===== src/hw/lcdc_pkg.sv =====
// Shared constants and types of the panel controller register bank.
package lcdc_pkg;

    // ------------------------------------------------------------------
    // Bus geometry
    // ------------------------------------------------------------------
    localparam int ADDR_W = 17;
    localparam int IDX_W = 5;
    localparam int DATA_W = 32;
    localparam int REG_COUNT = 32;
    localparam logic [16:0] REG_WINDOW_BASE = 17'h1_ffe0;
    localparam logic [7:0] REG_RESET = 8'h00;

    // ------------------------------------------------------------------
    // Register indices
    // ------------------------------------------------------------------
    localparam logic [4:0] IDX_IDENTITY = 5'h00;
    localparam logic [4:0] IDX_MODE0 = 5'h01;
    localparam logic [4:0] IDX_MODE1 = 5'h02;
    localparam logic [4:0] IDX_POWER = 5'h03;
    localparam logic [4:0] IDX_HSIZE = 5'h04;
    localparam logic [4:0] IDX_VSIZE_LO = 5'h05;
    localparam logic [4:0] IDX_VSIZE_HI = 5'h06;
    localparam logic [4:0] IDX_LINE_START = 5'h07;
    localparam logic [4:0] IDX_HBLANK = 5'h08;
    localparam logic [4:0] IDX_FRAME_START = 5'h09;
    localparam logic [4:0] IDX_VBLANK = 5'h0a;
    localparam logic [4:0] IDX_AC_BIAS = 5'h0b;
    localparam logic [4:0] IDX_S1_START_LO = 5'h0c;
    localparam logic [4:0] IDX_S1_START_HI = 5'h0d;
    localparam logic [4:0] IDX_S2_START_LO = 5'h0e;
    localparam logic [4:0] IDX_S2_START_HI = 5'h0f;
    localparam logic [4:0] IDX_START_OVF = 5'h10;
    localparam logic [4:0] IDX_LINE_OFFSET = 5'h11;
    localparam logic [4:0] IDX_S1_HEIGHT_LO = 5'h12;
    localparam logic [4:0] IDX_S1_HEIGHT_HI = 5'h13;
    localparam logic [4:0] IDX_PAL_INDEX = 5'h15;
    localparam logic [4:0] IDX_PAL_VALUE = 5'h17;
    localparam logic [4:0] IDX_PIN_DIR = 5'h18;
    localparam logic [4:0] IDX_PIN_LEVEL = 5'h19;
    localparam logic [4:0] IDX_SCRATCH = 5'h1a;
    localparam logic [4:0] IDX_BYTES_LINE = 5'h1c;

    // Bit set for every index that answers as a register.
    localparam logic [31:0] REG_MAPPED = 32'h17af_ffff;

    // Writable bits of each register; unused bits stay zero.
    localparam logic [7:0] WR_MASK [REG_COUNT] = '{
        8'h00, 8'hff, 8'hff, 8'h0f, 8'h7f, 8'hff, 8'h03, 8'h1f,
        8'h1f, 8'h3f, 8'h3f, 8'h3f, 8'hff, 8'hff, 8'hff, 8'hff,
        8'hff, 8'hff, 8'hff, 8'h03, 8'h00, 8'hff, 8'h00, 8'hf0,
        8'h1f, 8'h1f, 8'hff, 8'h00, 8'hff, 8'h00, 8'h00, 8'h00
    };

    // ------------------------------------------------------------------
    // Field positions
    // ------------------------------------------------------------------
    localparam int M0_TFT_BIT = 7;
    localparam int M0_DUAL_BIT = 6;
    localparam int M0_COLOR_BIT = 5;
    localparam int M0_LINE_POL_BIT = 4;
    localparam int M0_FRAME_POL_BIT = 3;
    localparam int M0_MASK_SHIFT_BIT = 2;
    localparam int M0_WIDTH_LSB = 0;
    localparam int M1_BPP_LSB = 6;
    localparam int M1_HIGH_PERF_BIT = 5;
    localparam int M1_CLK_DIV_BIT = 4;
    localparam int M1_BLANK_BIT = 3;
    localparam int PW_OVERRIDE_BIT = 3;
    localparam int PW_HW_SAVE_BIT = 2;
    localparam int PW_SW_SAVE_LSB = 0;
    localparam int VBLANK_STATUS_BIT = 7;

    typedef enum logic [3:0] {
        LCDC_FMT_MONO_4,
        LCDC_FMT_MONO_8,
        LCDC_FMT_COLOR_4,
        LCDC_FMT_COLOR_8_F1,
        LCDC_FMT_COLOR_8_F2,
        LCDC_FMT_MONO_DUAL_8,
        LCDC_FMT_COLOR_DUAL_8,
        LCDC_FMT_TFT_9,
        LCDC_FMT_TFT_12,
        LCDC_FMT_RESERVED
    } lcdc_fmt_e;

endpackage


===== src/hw/lcdc_mode_decode.sv =====
// Decoder of the mode and power fields into display settings.
`timescale 1ns/1ps
module lcdc_mode_decode
    import lcdc_pkg::*;
(
    input wire logic [7:0] mode0,
    input wire logic [7:0] mode1,
    input wire logic [7:0] power,
    output logic [3:0] bits_per_pixel,
    output logic depth_reserved,
    output lcdc_fmt_e panel_format,
    output logic [3:0] mclk_divisor,
    output logic power_save_mode1,
    output logic normal_operation
);
    wire tft = mode0[M0_TFT_BIT];
    wire dual = mode0[M0_DUAL_BIT];
    wire color = mode0[M0_COLOR_BIT];
    wire [1:0] width = mode0[M0_WIDTH_LSB +: 2];
    wire [1:0] bpp = mode1[M1_BPP_LSB +: 2];
    wire high_perf = mode1[M1_HIGH_PERF_BIT];
    wire [1:0] sw_save = power[PW_SW_SAVE_LSB +: 2];

    // Depth 1, 2, 4 or 8 bits; mono has no 8-bit mode.
    assign bits_per_pixel = 4'(4'h1 << bpp); // [RL3]
    assign depth_reserved = ~color & (bpp == 2'b11); // [RL3]
    // Memory clock divides down from pixel clock by 8/bpp unless fast.
    assign mclk_divisor = high_perf ? 4'h1 : 4'(4'h8 >> bpp); // [RL11]
    assign power_save_mode1 = (sw_save == 2'b00); // [RL12]
    assign normal_operation = (sw_save == 2'b11); // [RL12]

    always_comb begin
        panel_format = LCDC_FMT_RESERVED;
        if (tft) begin
            panel_format = width[0] ? LCDC_FMT_TFT_12 : LCDC_FMT_TFT_9; // [RL10]
        end else if (dual) begin
            if (width == 2'b01) begin
                panel_format = color ? LCDC_FMT_COLOR_DUAL_8 : LCDC_FMT_MONO_DUAL_8; // [RL9]
            end
        end else if (!color) begin
            if (width == 2'b00) begin
                panel_format = LCDC_FMT_MONO_4; // [RL4]
            end else if (width == 2'b01) begin
                panel_format = LCDC_FMT_MONO_8; // [RL5]
            end
        end else begin
            unique case (width)
                2'b00: panel_format = LCDC_FMT_COLOR_4; // [RL6]
                2'b01: panel_format = LCDC_FMT_COLOR_8_F1; // [RL7]
                2'b11: panel_format = LCDC_FMT_COLOR_8_F2; // [RL8]
                2'b10: panel_format = LCDC_FMT_RESERVED; // [RL8]
            endcase
        end
    end
endmodule


===== src/hw/lcdc_config_regs.sv =====
// Configuration and status register bank of the panel controller.
//
// Added by the designer: the Avalon-MM register port.
`timescale 1ns/1ps

// How it works
// (RL1) Read-only identity: product and revision code.
// (RL2) Registers decoded at top of memory window.
// (RL3) Colour bit and depth field choose format.
// (RL4) Mono single width 00 gives 4-bit panel.
// (RL5) Mono single width 01 gives 8-bit panel.
// (RL6) Colour single width 00 gives 4-bit panel.
// (RL7) Colour single width 01 gives 8-bit format one.
// (RL8) Colour single width 11 gives 8-bit format two.
// (RL9) Dual drive supports 8-bit colour and mono.
// (RL10) Active panel ignores dual; width bit picks 9/12.
// (RL11) Memory clock divides pixel clock unless fast.
// (RL12) Power field: 00 save mode, 11 normal.
// (RL13) Ten-bit screen height from low and high.
// (RL14) Scratch byte reads back, affects nothing.
// (RL15) Direction bit for each of five pins.
// (RL16) Level register samples inputs, drives outputs.
// (RL17) Line byte count register, read-write.
// (RL18) Palette value: upper nibble kept, lower zero.
module lcdc_config_regs
    import lcdc_pkg::*;
#(
    parameter int GPIO_COUNT = 5,
    parameter logic [5:0] PRODUCT_CODE = 6'h2a, // Arbitrary value.
    parameter logic [1:0] REVISION_CODE = 2'h1 // Arbitrary value.
) (
    input wire logic mclk,
    input wire logic resetn,
    input wire logic [ADDR_W-1:0] avs_address,
    input wire logic avs_read,
    input wire logic avs_write,
    input wire logic [3:0] avs_byteenable,
    input wire logic [DATA_W-1:0] avs_writedata,
    output logic [DATA_W-1:0] avs_readdata,
    output logic avs_waitrequest,
    input wire logic vblank_status,
    input wire logic [GPIO_COUNT-1:0] gpio_in,
    output logic [GPIO_COUNT-1:0] gpio_out,
    output logic [GPIO_COUNT-1:0] gpio_oe,
    output logic [3:0] bits_per_pixel,
    output logic depth_reserved,
    output lcdc_fmt_e panel_format,
    output logic [3:0] mclk_divisor,
    output logic power_save_mode1,
    output logic normal_operation,
    output logic line_pulse_polarity,
    output logic frame_pulse_polarity,
    output logic pixel_shift_clock_mask,
    output logic display_blank,
    output logic panel_power_override,
    output logic [6:0] horizontal_size,
    output logic [9:0] vertical_size,
    output logic [15:0] screen1_start,
    output logic [15:0] screen2_start,
    output logic [7:0] line_offset,
    output logic [9:0] screen1_height,
    output logic [7:0] palette_index,
    output logic [3:0] palette_value,
    output logic [7:0] bytes_per_line
);
    // ------------------------------------------------------------------
    // Bus decode
    // ------------------------------------------------------------------
    logic [7:0] regs_reg [REG_COUNT];
    logic wait_reg;
    logic [DATA_W-1:0] rdata_reg;
    logic [3:0] bpp_reg;
    logic depth_rsv_reg;
    lcdc_fmt_e fmt_reg;
    logic [3:0] mdiv_reg;
    logic save1_reg;
    logic normal_reg;

    wire [IDX_W-1:0] idx = avs_address[IDX_W-1:0];
    wire in_window = (avs_address[ADDR_W-1:IDX_W] == REG_WINDOW_BASE[ADDR_W-1:IDX_W]); // [RL2]
    wire mapped = in_window & REG_MAPPED[idx]; // [RL2]
    wire request = avs_read | avs_write;
    wire wr_commit = avs_write & ~wait_reg & mapped & avs_byteenable[0];
    wire [7:0] wdata = avs_writedata[7:0];
    wire [7:0] pin_dir = regs_reg[IDX_PIN_DIR];
    wire [7:0] pin_lvl = regs_reg[IDX_PIN_LEVEL];
    wire [7:0] pin_read = {3'h0, (pin_lvl[GPIO_COUNT-1:0] & pin_dir[GPIO_COUNT-1:0])
        | (gpio_in & ~pin_dir[GPIO_COUNT-1:0])}; // [RL16]
    wire [7:0] id_value = {PRODUCT_CODE, REVISION_CODE}; // [RL1]
    wire [7:0] vblank_read = {vblank_status, regs_reg[IDX_VBLANK][6:0]};

    logic [7:0] reg_read;
    always_comb begin
        reg_read = regs_reg[idx];
        if (idx == IDX_IDENTITY) begin
            reg_read = id_value; // [RL1]
        end else if (idx == IDX_VBLANK) begin
            reg_read = vblank_read;
        end else if (idx == IDX_PIN_LEVEL) begin
            reg_read = pin_read; // [RL16]
        end
    end

    wire [DATA_W-1:0] rd_word = mapped ? {24'h00_0000, reg_read} : '0; // [RL2]
    wire wait_next = ~(request & wait_reg);

    // ------------------------------------------------------------------
    // Bus handshake: one wait state, then a one-cycle answer
    // ------------------------------------------------------------------
    always_ff @(posedge mclk or negedge resetn) begin
        if (!resetn) begin
            wait_reg <= 1'b1;
            rdata_reg <= '0;
        end else begin
            wait_reg <= wait_next;
            if (avs_read && wait_reg) begin
                rdata_reg <= rd_word;
            end
        end
    end

    // ------------------------------------------------------------------
    // Register storage
    // ------------------------------------------------------------------
    // Writes touch only the bits that exist; others keep reading zero.
    for (genvar i = 0; i < REG_COUNT; i++) begin : g_reg
        always_ff @(posedge mclk or negedge resetn) begin
            if (!resetn) begin
                regs_reg[i] <= REG_RESET;
            end else if (wr_commit && idx == 5'(i)) begin
                regs_reg[i] <= (regs_reg[i] & ~WR_MASK[i]) | (wdata & WR_MASK[i]); // [RL13] [RL14]
            end
        end
    end

    // ------------------------------------------------------------------
    // Mode decode
    // ------------------------------------------------------------------
    logic [3:0] dec_bpp;
    logic dec_depth_rsv;
    lcdc_fmt_e dec_fmt;
    logic [3:0] dec_mdiv;
    logic dec_save1;
    logic dec_normal;

    lcdc_mode_decode u_decode (
        .mode0(regs_reg[IDX_MODE0]),
        .mode1(regs_reg[IDX_MODE1]),
        .power(regs_reg[IDX_POWER]),
        .bits_per_pixel(dec_bpp),
        .depth_reserved(dec_depth_rsv),
        .panel_format(dec_fmt),
        .mclk_divisor(dec_mdiv),
        .power_save_mode1(dec_save1),
        .normal_operation(dec_normal)
    );

    always_ff @(posedge mclk or negedge resetn) begin
        if (!resetn) begin
            bpp_reg <= 4'h1;
            depth_rsv_reg <= 1'b0;
            fmt_reg <= LCDC_FMT_MONO_4;
            mdiv_reg <= 4'h8;
            save1_reg <= 1'b1;
            normal_reg <= 1'b0;
        end else begin
            bpp_reg <= dec_bpp; // [RL3]
            depth_rsv_reg <= dec_depth_rsv;
            fmt_reg <= dec_fmt; // [RL4] [RL5] [RL6] [RL7] [RL8] [RL9] [RL10]
            mdiv_reg <= dec_mdiv; // [RL11]
            save1_reg <= dec_save1; // [RL12]
            normal_reg <= dec_normal;
        end
    end

    // ------------------------------------------------------------------
    // Outputs
    // ------------------------------------------------------------------
    assign avs_readdata = rdata_reg;
    assign avs_waitrequest = wait_reg;
    assign gpio_oe = pin_dir[GPIO_COUNT-1:0]; // [RL15]
    assign gpio_out = pin_lvl[GPIO_COUNT-1:0]; // [RL16]
    assign bits_per_pixel = bpp_reg;
    assign depth_reserved = depth_rsv_reg;
    assign panel_format = fmt_reg;
    assign mclk_divisor = mdiv_reg;
    assign power_save_mode1 = save1_reg;
    assign normal_operation = normal_reg;
    assign line_pulse_polarity = regs_reg[IDX_MODE0][M0_LINE_POL_BIT];
    assign frame_pulse_polarity = regs_reg[IDX_MODE0][M0_FRAME_POL_BIT];
    assign pixel_shift_clock_mask = regs_reg[IDX_MODE0][M0_MASK_SHIFT_BIT];
    assign display_blank = regs_reg[IDX_MODE1][M1_BLANK_BIT];
    assign panel_power_override = regs_reg[IDX_POWER][PW_OVERRIDE_BIT];
    assign horizontal_size = regs_reg[IDX_HSIZE][6:0];
    assign vertical_size = {regs_reg[IDX_VSIZE_HI][1:0], regs_reg[IDX_VSIZE_LO]};
    assign screen1_start = {regs_reg[IDX_S1_START_HI], regs_reg[IDX_S1_START_LO]};
    assign screen2_start = {regs_reg[IDX_S2_START_HI], regs_reg[IDX_S2_START_LO]};
    assign line_offset = regs_reg[IDX_LINE_OFFSET];
    assign screen1_height = {regs_reg[IDX_S1_HEIGHT_HI][1:0], regs_reg[IDX_S1_HEIGHT_LO]}; // [RL13]
    assign palette_index = regs_reg[IDX_PAL_INDEX];
    assign palette_value = regs_reg[IDX_PAL_VALUE][7:4]; // [RL18]
    assign bytes_per_line = regs_reg[IDX_BYTES_LINE]; // [RL17]

    // ------------------------------------------------------------------
    // Checks
    // ------------------------------------------------------------------
    wire rd_done = avs_read & ~wait_reg;
    wire wr_done = avs_write & ~wait_reg & avs_byteenable[0];
    wire at_reg0 = in_window & (idx == IDX_IDENTITY);

    chk_id_value: assert property (@(posedge mclk) disable iff (!resetn) // [RL1]
        rd_done && at_reg0 |-> avs_readdata == {24'h00_0000, id_value})
        else $error("identity read returned a wrong value");

    chk_bus_answer: assert property (@(posedge mclk) disable iff (!resetn) // [RL2]
        request && wait_reg |=> !wait_reg ##1 wait_reg)
        else $error("bus answer not after exactly one wait state");

    chk_unmapped_zero: assert property (@(posedge mclk) disable iff (!resetn) // [RL2]
        rd_done && !mapped |-> avs_readdata == '0)
        else $error("unmapped read did not return zero");

    chk_mono_depth: assert property (@(posedge mclk) disable iff (!resetn) // [RL3]
        !regs_reg[IDX_MODE0][M0_COLOR_BIT] && regs_reg[IDX_MODE1][7:6] == 2'b11
        |=> depth_reserved)
        else $error("mono 8-bit depth not flagged reserved");

    chk_fmt_mono4: assert property (@(posedge mclk) disable iff (!resetn) // [RL4]
        regs_reg[IDX_MODE0][7:5] == 3'b000 && regs_reg[IDX_MODE0][1:0] == 2'b00
        |=> panel_format == LCDC_FMT_MONO_4)
        else $error("mono single 4-bit format not selected");

    chk_fmt_color8b: assert property (@(posedge mclk) disable iff (!resetn) // [RL8]
        regs_reg[IDX_MODE0][7:5] == 3'b001 && regs_reg[IDX_MODE0][1:0] == 2'b11
        |=> panel_format == LCDC_FMT_COLOR_8_F2)
        else $error("colour single 8-bit second format not selected");

    chk_fmt_active: assert property (@(posedge mclk) disable iff (!resetn) // [RL10]
        regs_reg[IDX_MODE0][M0_TFT_BIT] |=> panel_format == ($past(regs_reg[IDX_MODE0][0])
        ? LCDC_FMT_TFT_12 : LCDC_FMT_TFT_9))
        else $error("active panel width decoded wrongly");

    chk_mclk_fast: assert property (@(posedge mclk) disable iff (!resetn) // [RL11]
        regs_reg[IDX_MODE1][M1_HIGH_PERF_BIT] |=> mclk_divisor == 4'h1)
        else $error("fast mode memory clock not equal to pixel clock");

    chk_power_decode: assert property (@(posedge mclk) disable iff (!resetn) // [RL12]
        regs_reg[IDX_POWER][1:0] == 2'b11 |=> normal_operation && !power_save_mode1)
        else $error("normal operation not decoded");

    chk_scratch_echo: assert property (@(posedge mclk) disable iff (!resetn) // [RL14]
        wr_done && in_window && idx == IDX_SCRATCH
        |=> regs_reg[IDX_SCRATCH] == $past(avs_writedata[7:0]))
        else $error("scratch byte did not store the written value");

    chk_palette_low: assert property (@(posedge mclk) disable iff (!resetn) // [RL18]
        rd_done && in_window && idx == IDX_PAL_VALUE |-> avs_readdata[3:0] == 4'h0)
        else $error("palette value low nibble not zero");

    chk_height_high: assert property (@(posedge mclk) disable iff (!resetn) // [RL13]
        rd_done && in_window && idx == IDX_S1_HEIGHT_HI |-> avs_readdata[7:2] == 6'h00)
        else $error("height high register unused bits not zero");

    chk_fmt_mono8: assert property (@(posedge mclk) disable iff (!resetn) // [RL5]
        regs_reg[IDX_MODE0][7:5] == 3'b000 && regs_reg[IDX_MODE0][1:0] == 2'b01
        |=> panel_format == LCDC_FMT_MONO_8)
        else $error("mono single 8-bit format not selected");

    chk_fmt_color4: assert property (@(posedge mclk) disable iff (!resetn) // [RL6]
        regs_reg[IDX_MODE0][7:5] == 3'b001 && regs_reg[IDX_MODE0][1:0] == 2'b00
        |=> panel_format == LCDC_FMT_COLOR_4)
        else $error("colour single 4-bit format not selected");

    chk_fmt_dual: assert property (@(posedge mclk) disable iff (!resetn) // [RL9]
        regs_reg[IDX_MODE0][7:6] == 2'b01 && regs_reg[IDX_MODE0][1:0] == 2'b01
        |=> panel_format == ($past(regs_reg[IDX_MODE0][M0_COLOR_BIT])
        ? LCDC_FMT_COLOR_DUAL_8 : LCDC_FMT_MONO_DUAL_8))
        else $error("dual 8-bit format not selected");

    chk_mclk_div: assert property (@(posedge mclk) disable iff (!resetn) // [RL11]
        !regs_reg[IDX_MODE1][M1_HIGH_PERF_BIT]
        |=> 8'(mclk_divisor) * 8'(bits_per_pixel) == 8'h08)
        else $error("memory clock ratio does not match the depth");

    chk_pin_input: assert property (@(posedge mclk) disable iff (!resetn) // [RL16]
        rd_done && in_window && idx == IDX_PIN_LEVEL
        |-> avs_readdata[GPIO_COUNT-1:0] == (($past(gpio_in) & ~gpio_oe) | (gpio_out & gpio_oe)))
        else $error("pin level read does not follow pin directions");

    chk_line_bytes: assert property (@(posedge mclk) disable iff (!resetn) // [RL17]
        wr_done && in_window && idx == IDX_BYTES_LINE
        |=> bytes_per_line == $past(avs_writedata[7:0]))
        else $error("line byte count did not store the written value");
endmodule


===== config.mk =====
export PLATFORM = sky130hd
export DESIGN_NAME = lcdc_config_regs
export DESIGN_NICKNAME = d
export VERILOG_FILES = /design/src/hw/lcdc_pkg.sv /design/src/hw/lcdc_mode_decode.sv /design/src/hw/lcdc_config_regs.sv
export SDC_FILE = /design/constraint.sdc
export NUM_CORES = 1
export LEC_CHECK = 0
export BUFFER_PORTS_ARGS = -buffer_cell sky130_fd_sc_hd__buf_2
export CAP_MARGIN = 40
export CORE_AREA = 2 2 161 163
export DETAILED_ROUTE_END_ITERATION = 10
export DIE_AREA = 0 0 163 165
export PLACE_DENSITY_LB_ADDON = 0.15
export SYNTH_ARGS = -nofsm -noshare
export SYNTH_HDL_FRONTEND = slang
export SYNTH_SLANG_ARGS = --single-unit

===== constraint.sdc =====
create_clock -name mclk -period 2.8 [get_ports mclk]
set_input_delay 0.14 -clock mclk [delete_from_list [all_inputs] [get_ports mclk]]
set_output_delay 0.14 -clock mclk [all_outputs]
set_load 0.1 [all_outputs]

# Word level (Yosys, flattened, before mapping)
# Memories as Yosys holds them, arrays and structs flattened.
# Index checks and enable logic that the tools add are counted.
# Widths: inputs -> output; s select.
# word_totals
reg_bits	248
rom_bits	32
out_inout_bits	150
elab_cells	143
mem_count	1
# op_classes
n_lt_le_gt_ge	2
eq_ne	31
n_shift	2
muxes	18
bitwise_logic	27
reduce_logical	29
# memory_table
memory	depth	word_bits	read_ports	rd_clocked_by_memory_dff	write_ports	line	source
(no name shown)	32	1	1	0	0	lcdc_config_regs.sv:81	wire mapped = in_window & REG_MAPPED[idx];
# ops
operator	n
$eq 5x5->1 const B	10
$mux 8	6
$bmux 8 s5	1
$eq 5x4->1 const B	8
$mux 4	8
$or 8x5->8	4
$logic_and 1x1->1	26
$or 8x6->8	3
$eq 5x3->1 const B	4
$or 8x2->8	2
$pmux 4 s4	1
$eq 12x12->1 const B	1
$and 5x5->5	2
$eq 5x2->1 const B	2
$eq 2x2->1 const B	4
$or 4x8->8	1
$or 8x4->8	1
$or 8x7->8	1
$and 1x1->1	6
$ge 6x6->1 const B	1
$lt 5x6->1 const B	1
$not 5->6	1
$eq 5x1->1 const B	1
$logic_not 5->1	1
other kinds (10)	13

# Logic depth before layout (Yosys ltp)
# logic_depth
ltp_word	8
ltp_mapped	9
mapped_depth_nobuf	6

# Hierarchy
# Synthesis repeated with hierarchy kept, for this count alone.
# hier_totals
cells_unflattened	805
hier_area_um2	9739.3
# by_module_without_submodules
module	instances	cells_per_inst	area_per_inst_um2	seq_area_each_um2
lcdc_config_regs	1	769	9490.4	4634.4
lcdc_mode_decode	1	36	249.0	0.0

# Least setup slack after synthesis
# OpenSTA, ideal clock, no wires.
# synth_timing
kind	reg2reg
startpoint	register wait_reg (netlist: avs_waitrequest)
endpoint	register regs_reg, in the netlist panel_power_override
setup_time_ns	0.126
arrival_time_ns	2.067
path_slack_ns	0.607
path_stages_with_launch	5
path_buffers	0
cell_sequence	dfstp_2 > nor2_1 > nand3_2 > nor4_1 > mux2_2
# synth_via
elab_chain_len	5
# synth_rtl
item	line	source
from (decl)	lcdc_config_regs.sv:70	logic wait_reg;
from (signal assigned)	lcdc_config_regs.sv:115	wait_reg <= wait_next;
$not 1->1	--	
$and 1x1->1	--	
$and 1x1->1 (2 in series)	lcdc_config_regs.sv:83	wire wr_commit = avs_write & ~wait_reg & mapped & avs_byteenable[0];
$logic_and 1x1->1	lcdc_config_regs.sv:130	end else if (wr_commit && idx == 5'(i)) begin
to (signal, indexed assignment)	lcdc_config_regs.sv:131	regs_reg[i] <= (regs_reg[i] & ~WR_MASK[i]) | (wdata & WR_MASK[i]);
to (decl)	lcdc_config_regs.sv:69	logic [7:0] regs_reg [REG_COUNT];
# Every way passes these cells.
# A chain may end at the register's enable or synchronous reset.

# Final worst setup path
# layout_timing
startpoint	register wait_reg (netlist: avs_waitrequest)
endpoint	register regs_reg[45] (netlist bit)
# The elaborated chain is that of the path after synthesis.

==> flow_metrics.env <==
export IMPL_max_stage_delay_ns=0.53
export IMPL_hold_class="input port to register"
export IMPL_synth_ff_type="dfrtp_1"
export IMPL_ir_worst_vdd_mv=0.348
export IMPL_powerDensity_nw_per_um2=505
export IMPL_cts_clk_slew_worst_paths_ns=0.07
export IMPL_start_util_pct=39.6
export IMPL_fin_util_pct=44.3
export IMPL_dieWidth_um=163
export IMPL_hold_viol=0
export IMPL_fin_setup_tns_ns=0
export IMPL_fin_ws_ns=0.398
export IMPL_antenna_found_initial=0
export IMPL_drive_gt1_share_pct=49.5
export IMPL_nNetsFinal=973
export IMPL_yosys_area_top_type="dfrtp_1"
export IMPL_portBuffers=161
export IMPL_synth_seq_cells=185
export IMPL_die_y_um=165
export IMPL_grt_max_degree=72
export IMPL_worstPathCellList="nor2_1, nand4_2, nor2_2, buf_4, mux2_2"
export IMPL_dp_hpwl_um=20300
export IMPL_dp_slack_ns=0.292
export IMPL_cts_tree="built"
export IMPL_synth_edf_count=0
export IMPL_max_freq_mhz=416
export IMPL_cts_buffers=17
export IMPL_worstSetupPathType="register to register"
export IMPL_cp_required_ns=3.12
export IMPL_grt_total_usage_pct=21.7
export IMPL_core_area_um2=25000
export IMPL_ant_nets=0
export IMPL_drt_pass1_iter_count=5
export IMPL_relSlewSlack_pct=56.5
export IMPL_yosysSeqAreaShare_pct=46.7
export IMPL_synth_common_cells="mux2_2 (183), dfrtp_1 (181), buf_4 (123), nand2_1 (31), nor2_1 (27)"
export IMPL_syn_area_per_cell_um2=12.1
export IMPL_n_antenna_cell=0
export IMPL_rsz0062_at_grt="false"
export IMPL_cts_sinks=185
export IMPL_rows=58
export IMPL_cts_setup_buffers=0
export IMPL_power_leakage_uw=0.00563
export IMPL_skew_ns=0.00980
export IMPL_worst_slew_pin_slew_ns=0.644
export IMPL_period_needed_ns=2.40
export IMPL_maxCapViolations=0
export IMPL_pin_count=213
export IMPL_slew_violations=0
export IMPL_start_kind="register"
export IMPL_min_period_over_period_pct=85.8
export IMPL_cts_root_buf="clkbuf_16"
export IMPL_synth_area_leaders="dfrtp_1 (46%), mux2_2 (21%), buf_4 (9.3%)"
export IMPL_worstPathMaxFanout=10
export IMPL_via_count=6751
export IMPL_grt_pass1_wl_um=42800
export IMPL_cts_hold_buf=3
export IMPL_yosys_warnings=0
export IMPL_async_flop_share_pct=100
export IMPL_status="complete, no violations"
export IMPL_grt_overflow=0
export IMPL_clk_latency_ns=0.44
export IMPL_syn_area_um2=9920
export IMPL_grt_pass1_vias=6611
export IMPL_first_iter_violations=578
export IMPL_wirelength_um=28800
export IMPL_end_kind="register"
export IMPL_htreeDepth=4
export IMPL_drc_errors=0
export IMPL_cts_buffer_depth=2
export IMPL_die_area_um2=26900
export IMPL_area_growth_pct=11.9
export IMPL_syn_inst=820
export IMPL_finalWeightedCongestion=0.837
export IMPL_stdcell_count=1249
export IMPL_avgViaCountPerCell=5.41
export IMPL_synth_top_area_share_pct=45.7
export IMPL_slowest_stage="nand4_2"
export IMPL_largest_reg_flops=59
export IMPL_dp_cells=1214
export IMPL_hold_slack_ns=0.0522
export IMPL_ys_types=69
export IMPL_crit_arrival_ns=2.72
export IMPL_cts_repair_resized=0
export IMPL_wl_per_cell_um=23.0
export IMPL_synth_most_common_cell="mux2_2"
export IMPL_setup_viol=0
## cells by family (layout without fill, tap and decap cells)
family	Yosys count	in the layout	synth area share, %
DFF	185	185	46.7
muxes	207	207	24.9
adders and majority gates	4	4	0.505
buffers and inverters	168	244	11.2
other	1	24	0.0378
AOI/OAI and AO/OA	94	94	6.78
and+or+nand+nor	161	161	9.78
## area by class of cell
class,instances,area (um^2)
Multi-Input combinational cell,490,4250
Timing Repair Buffer,209,1210
Clock buffer,23,488
Clock inverter,9,88.8
Inverter,3,11.3
Sequential cell,185,4630
Tap cell,330,413
Fill cell,2417,13900
## cell usage in the layout, fill, tap and decap left out, types with 10 or more instances in the layout
master     count
mux4_2        11
nand3_1       14
buf_4         43
conb_1        24
dfrtp_1      181
o21ai_0       12
clkbuf_16     17
mux2i_1       11
a21oi_1       18
nor2b_1       17
nand2_1       31
nor2_2        10
buf_2        160
mux2_2       183
nor2_1        27
## power by group
group          switching, uW  leakage (uW)  internal (uW)
clock                   1080      0.000276           1330
sequential              2.54       0.00257           2670
combinational            412       0.00279            103
## metal layers
layer	vias to the layer above	share of wire, %	GRT usage [%]
li1	3003	-	-
met1	3512	47	31.3
met2	212	47	34.4
met3	24	4.6	3.24
met4	0	1.4	5.11
met5	-	0	0
## path summary, 6_finish.rpt
check	startpoint	to	slack, ns	cells after the start
max	avs_waitrequest	regs_reg[45]	0.40	5
min	vblank_status	avs_readdata[7]	0.05	3
max reg2reg	avs_waitrequest	regs_reg[45]	0.40	5
min reg2reg	regs_reg[224]	power_save_mode1	0.44	1
max in group asynchronous	resetn	avs_waitrequest	1.62	3
min in group asynchronous	resetn	horizontal_size[3]	0.29	2
## metrics by stage
| stage | total power, uW | area [um^2] |
|---|---|---|
| floorplan | 3070 | 10000 |
| global placement | 3240 | 10500 |
| detailed placement | 3240 | 10500 |
| CTS | 5630 | 11100 |
| global route | 5790 | 11100 |
| finish | 5600 | 11100 |
## critical path: cells and delay by family, from the launching register on
kind / cells / cell delay [ns]
simple gates: 3 / 1.35
flops: 1 / 0.39
mux: 1 / 0.33
buf+inv: 1 / 0.22
Power figures use the tool's default switching activity.
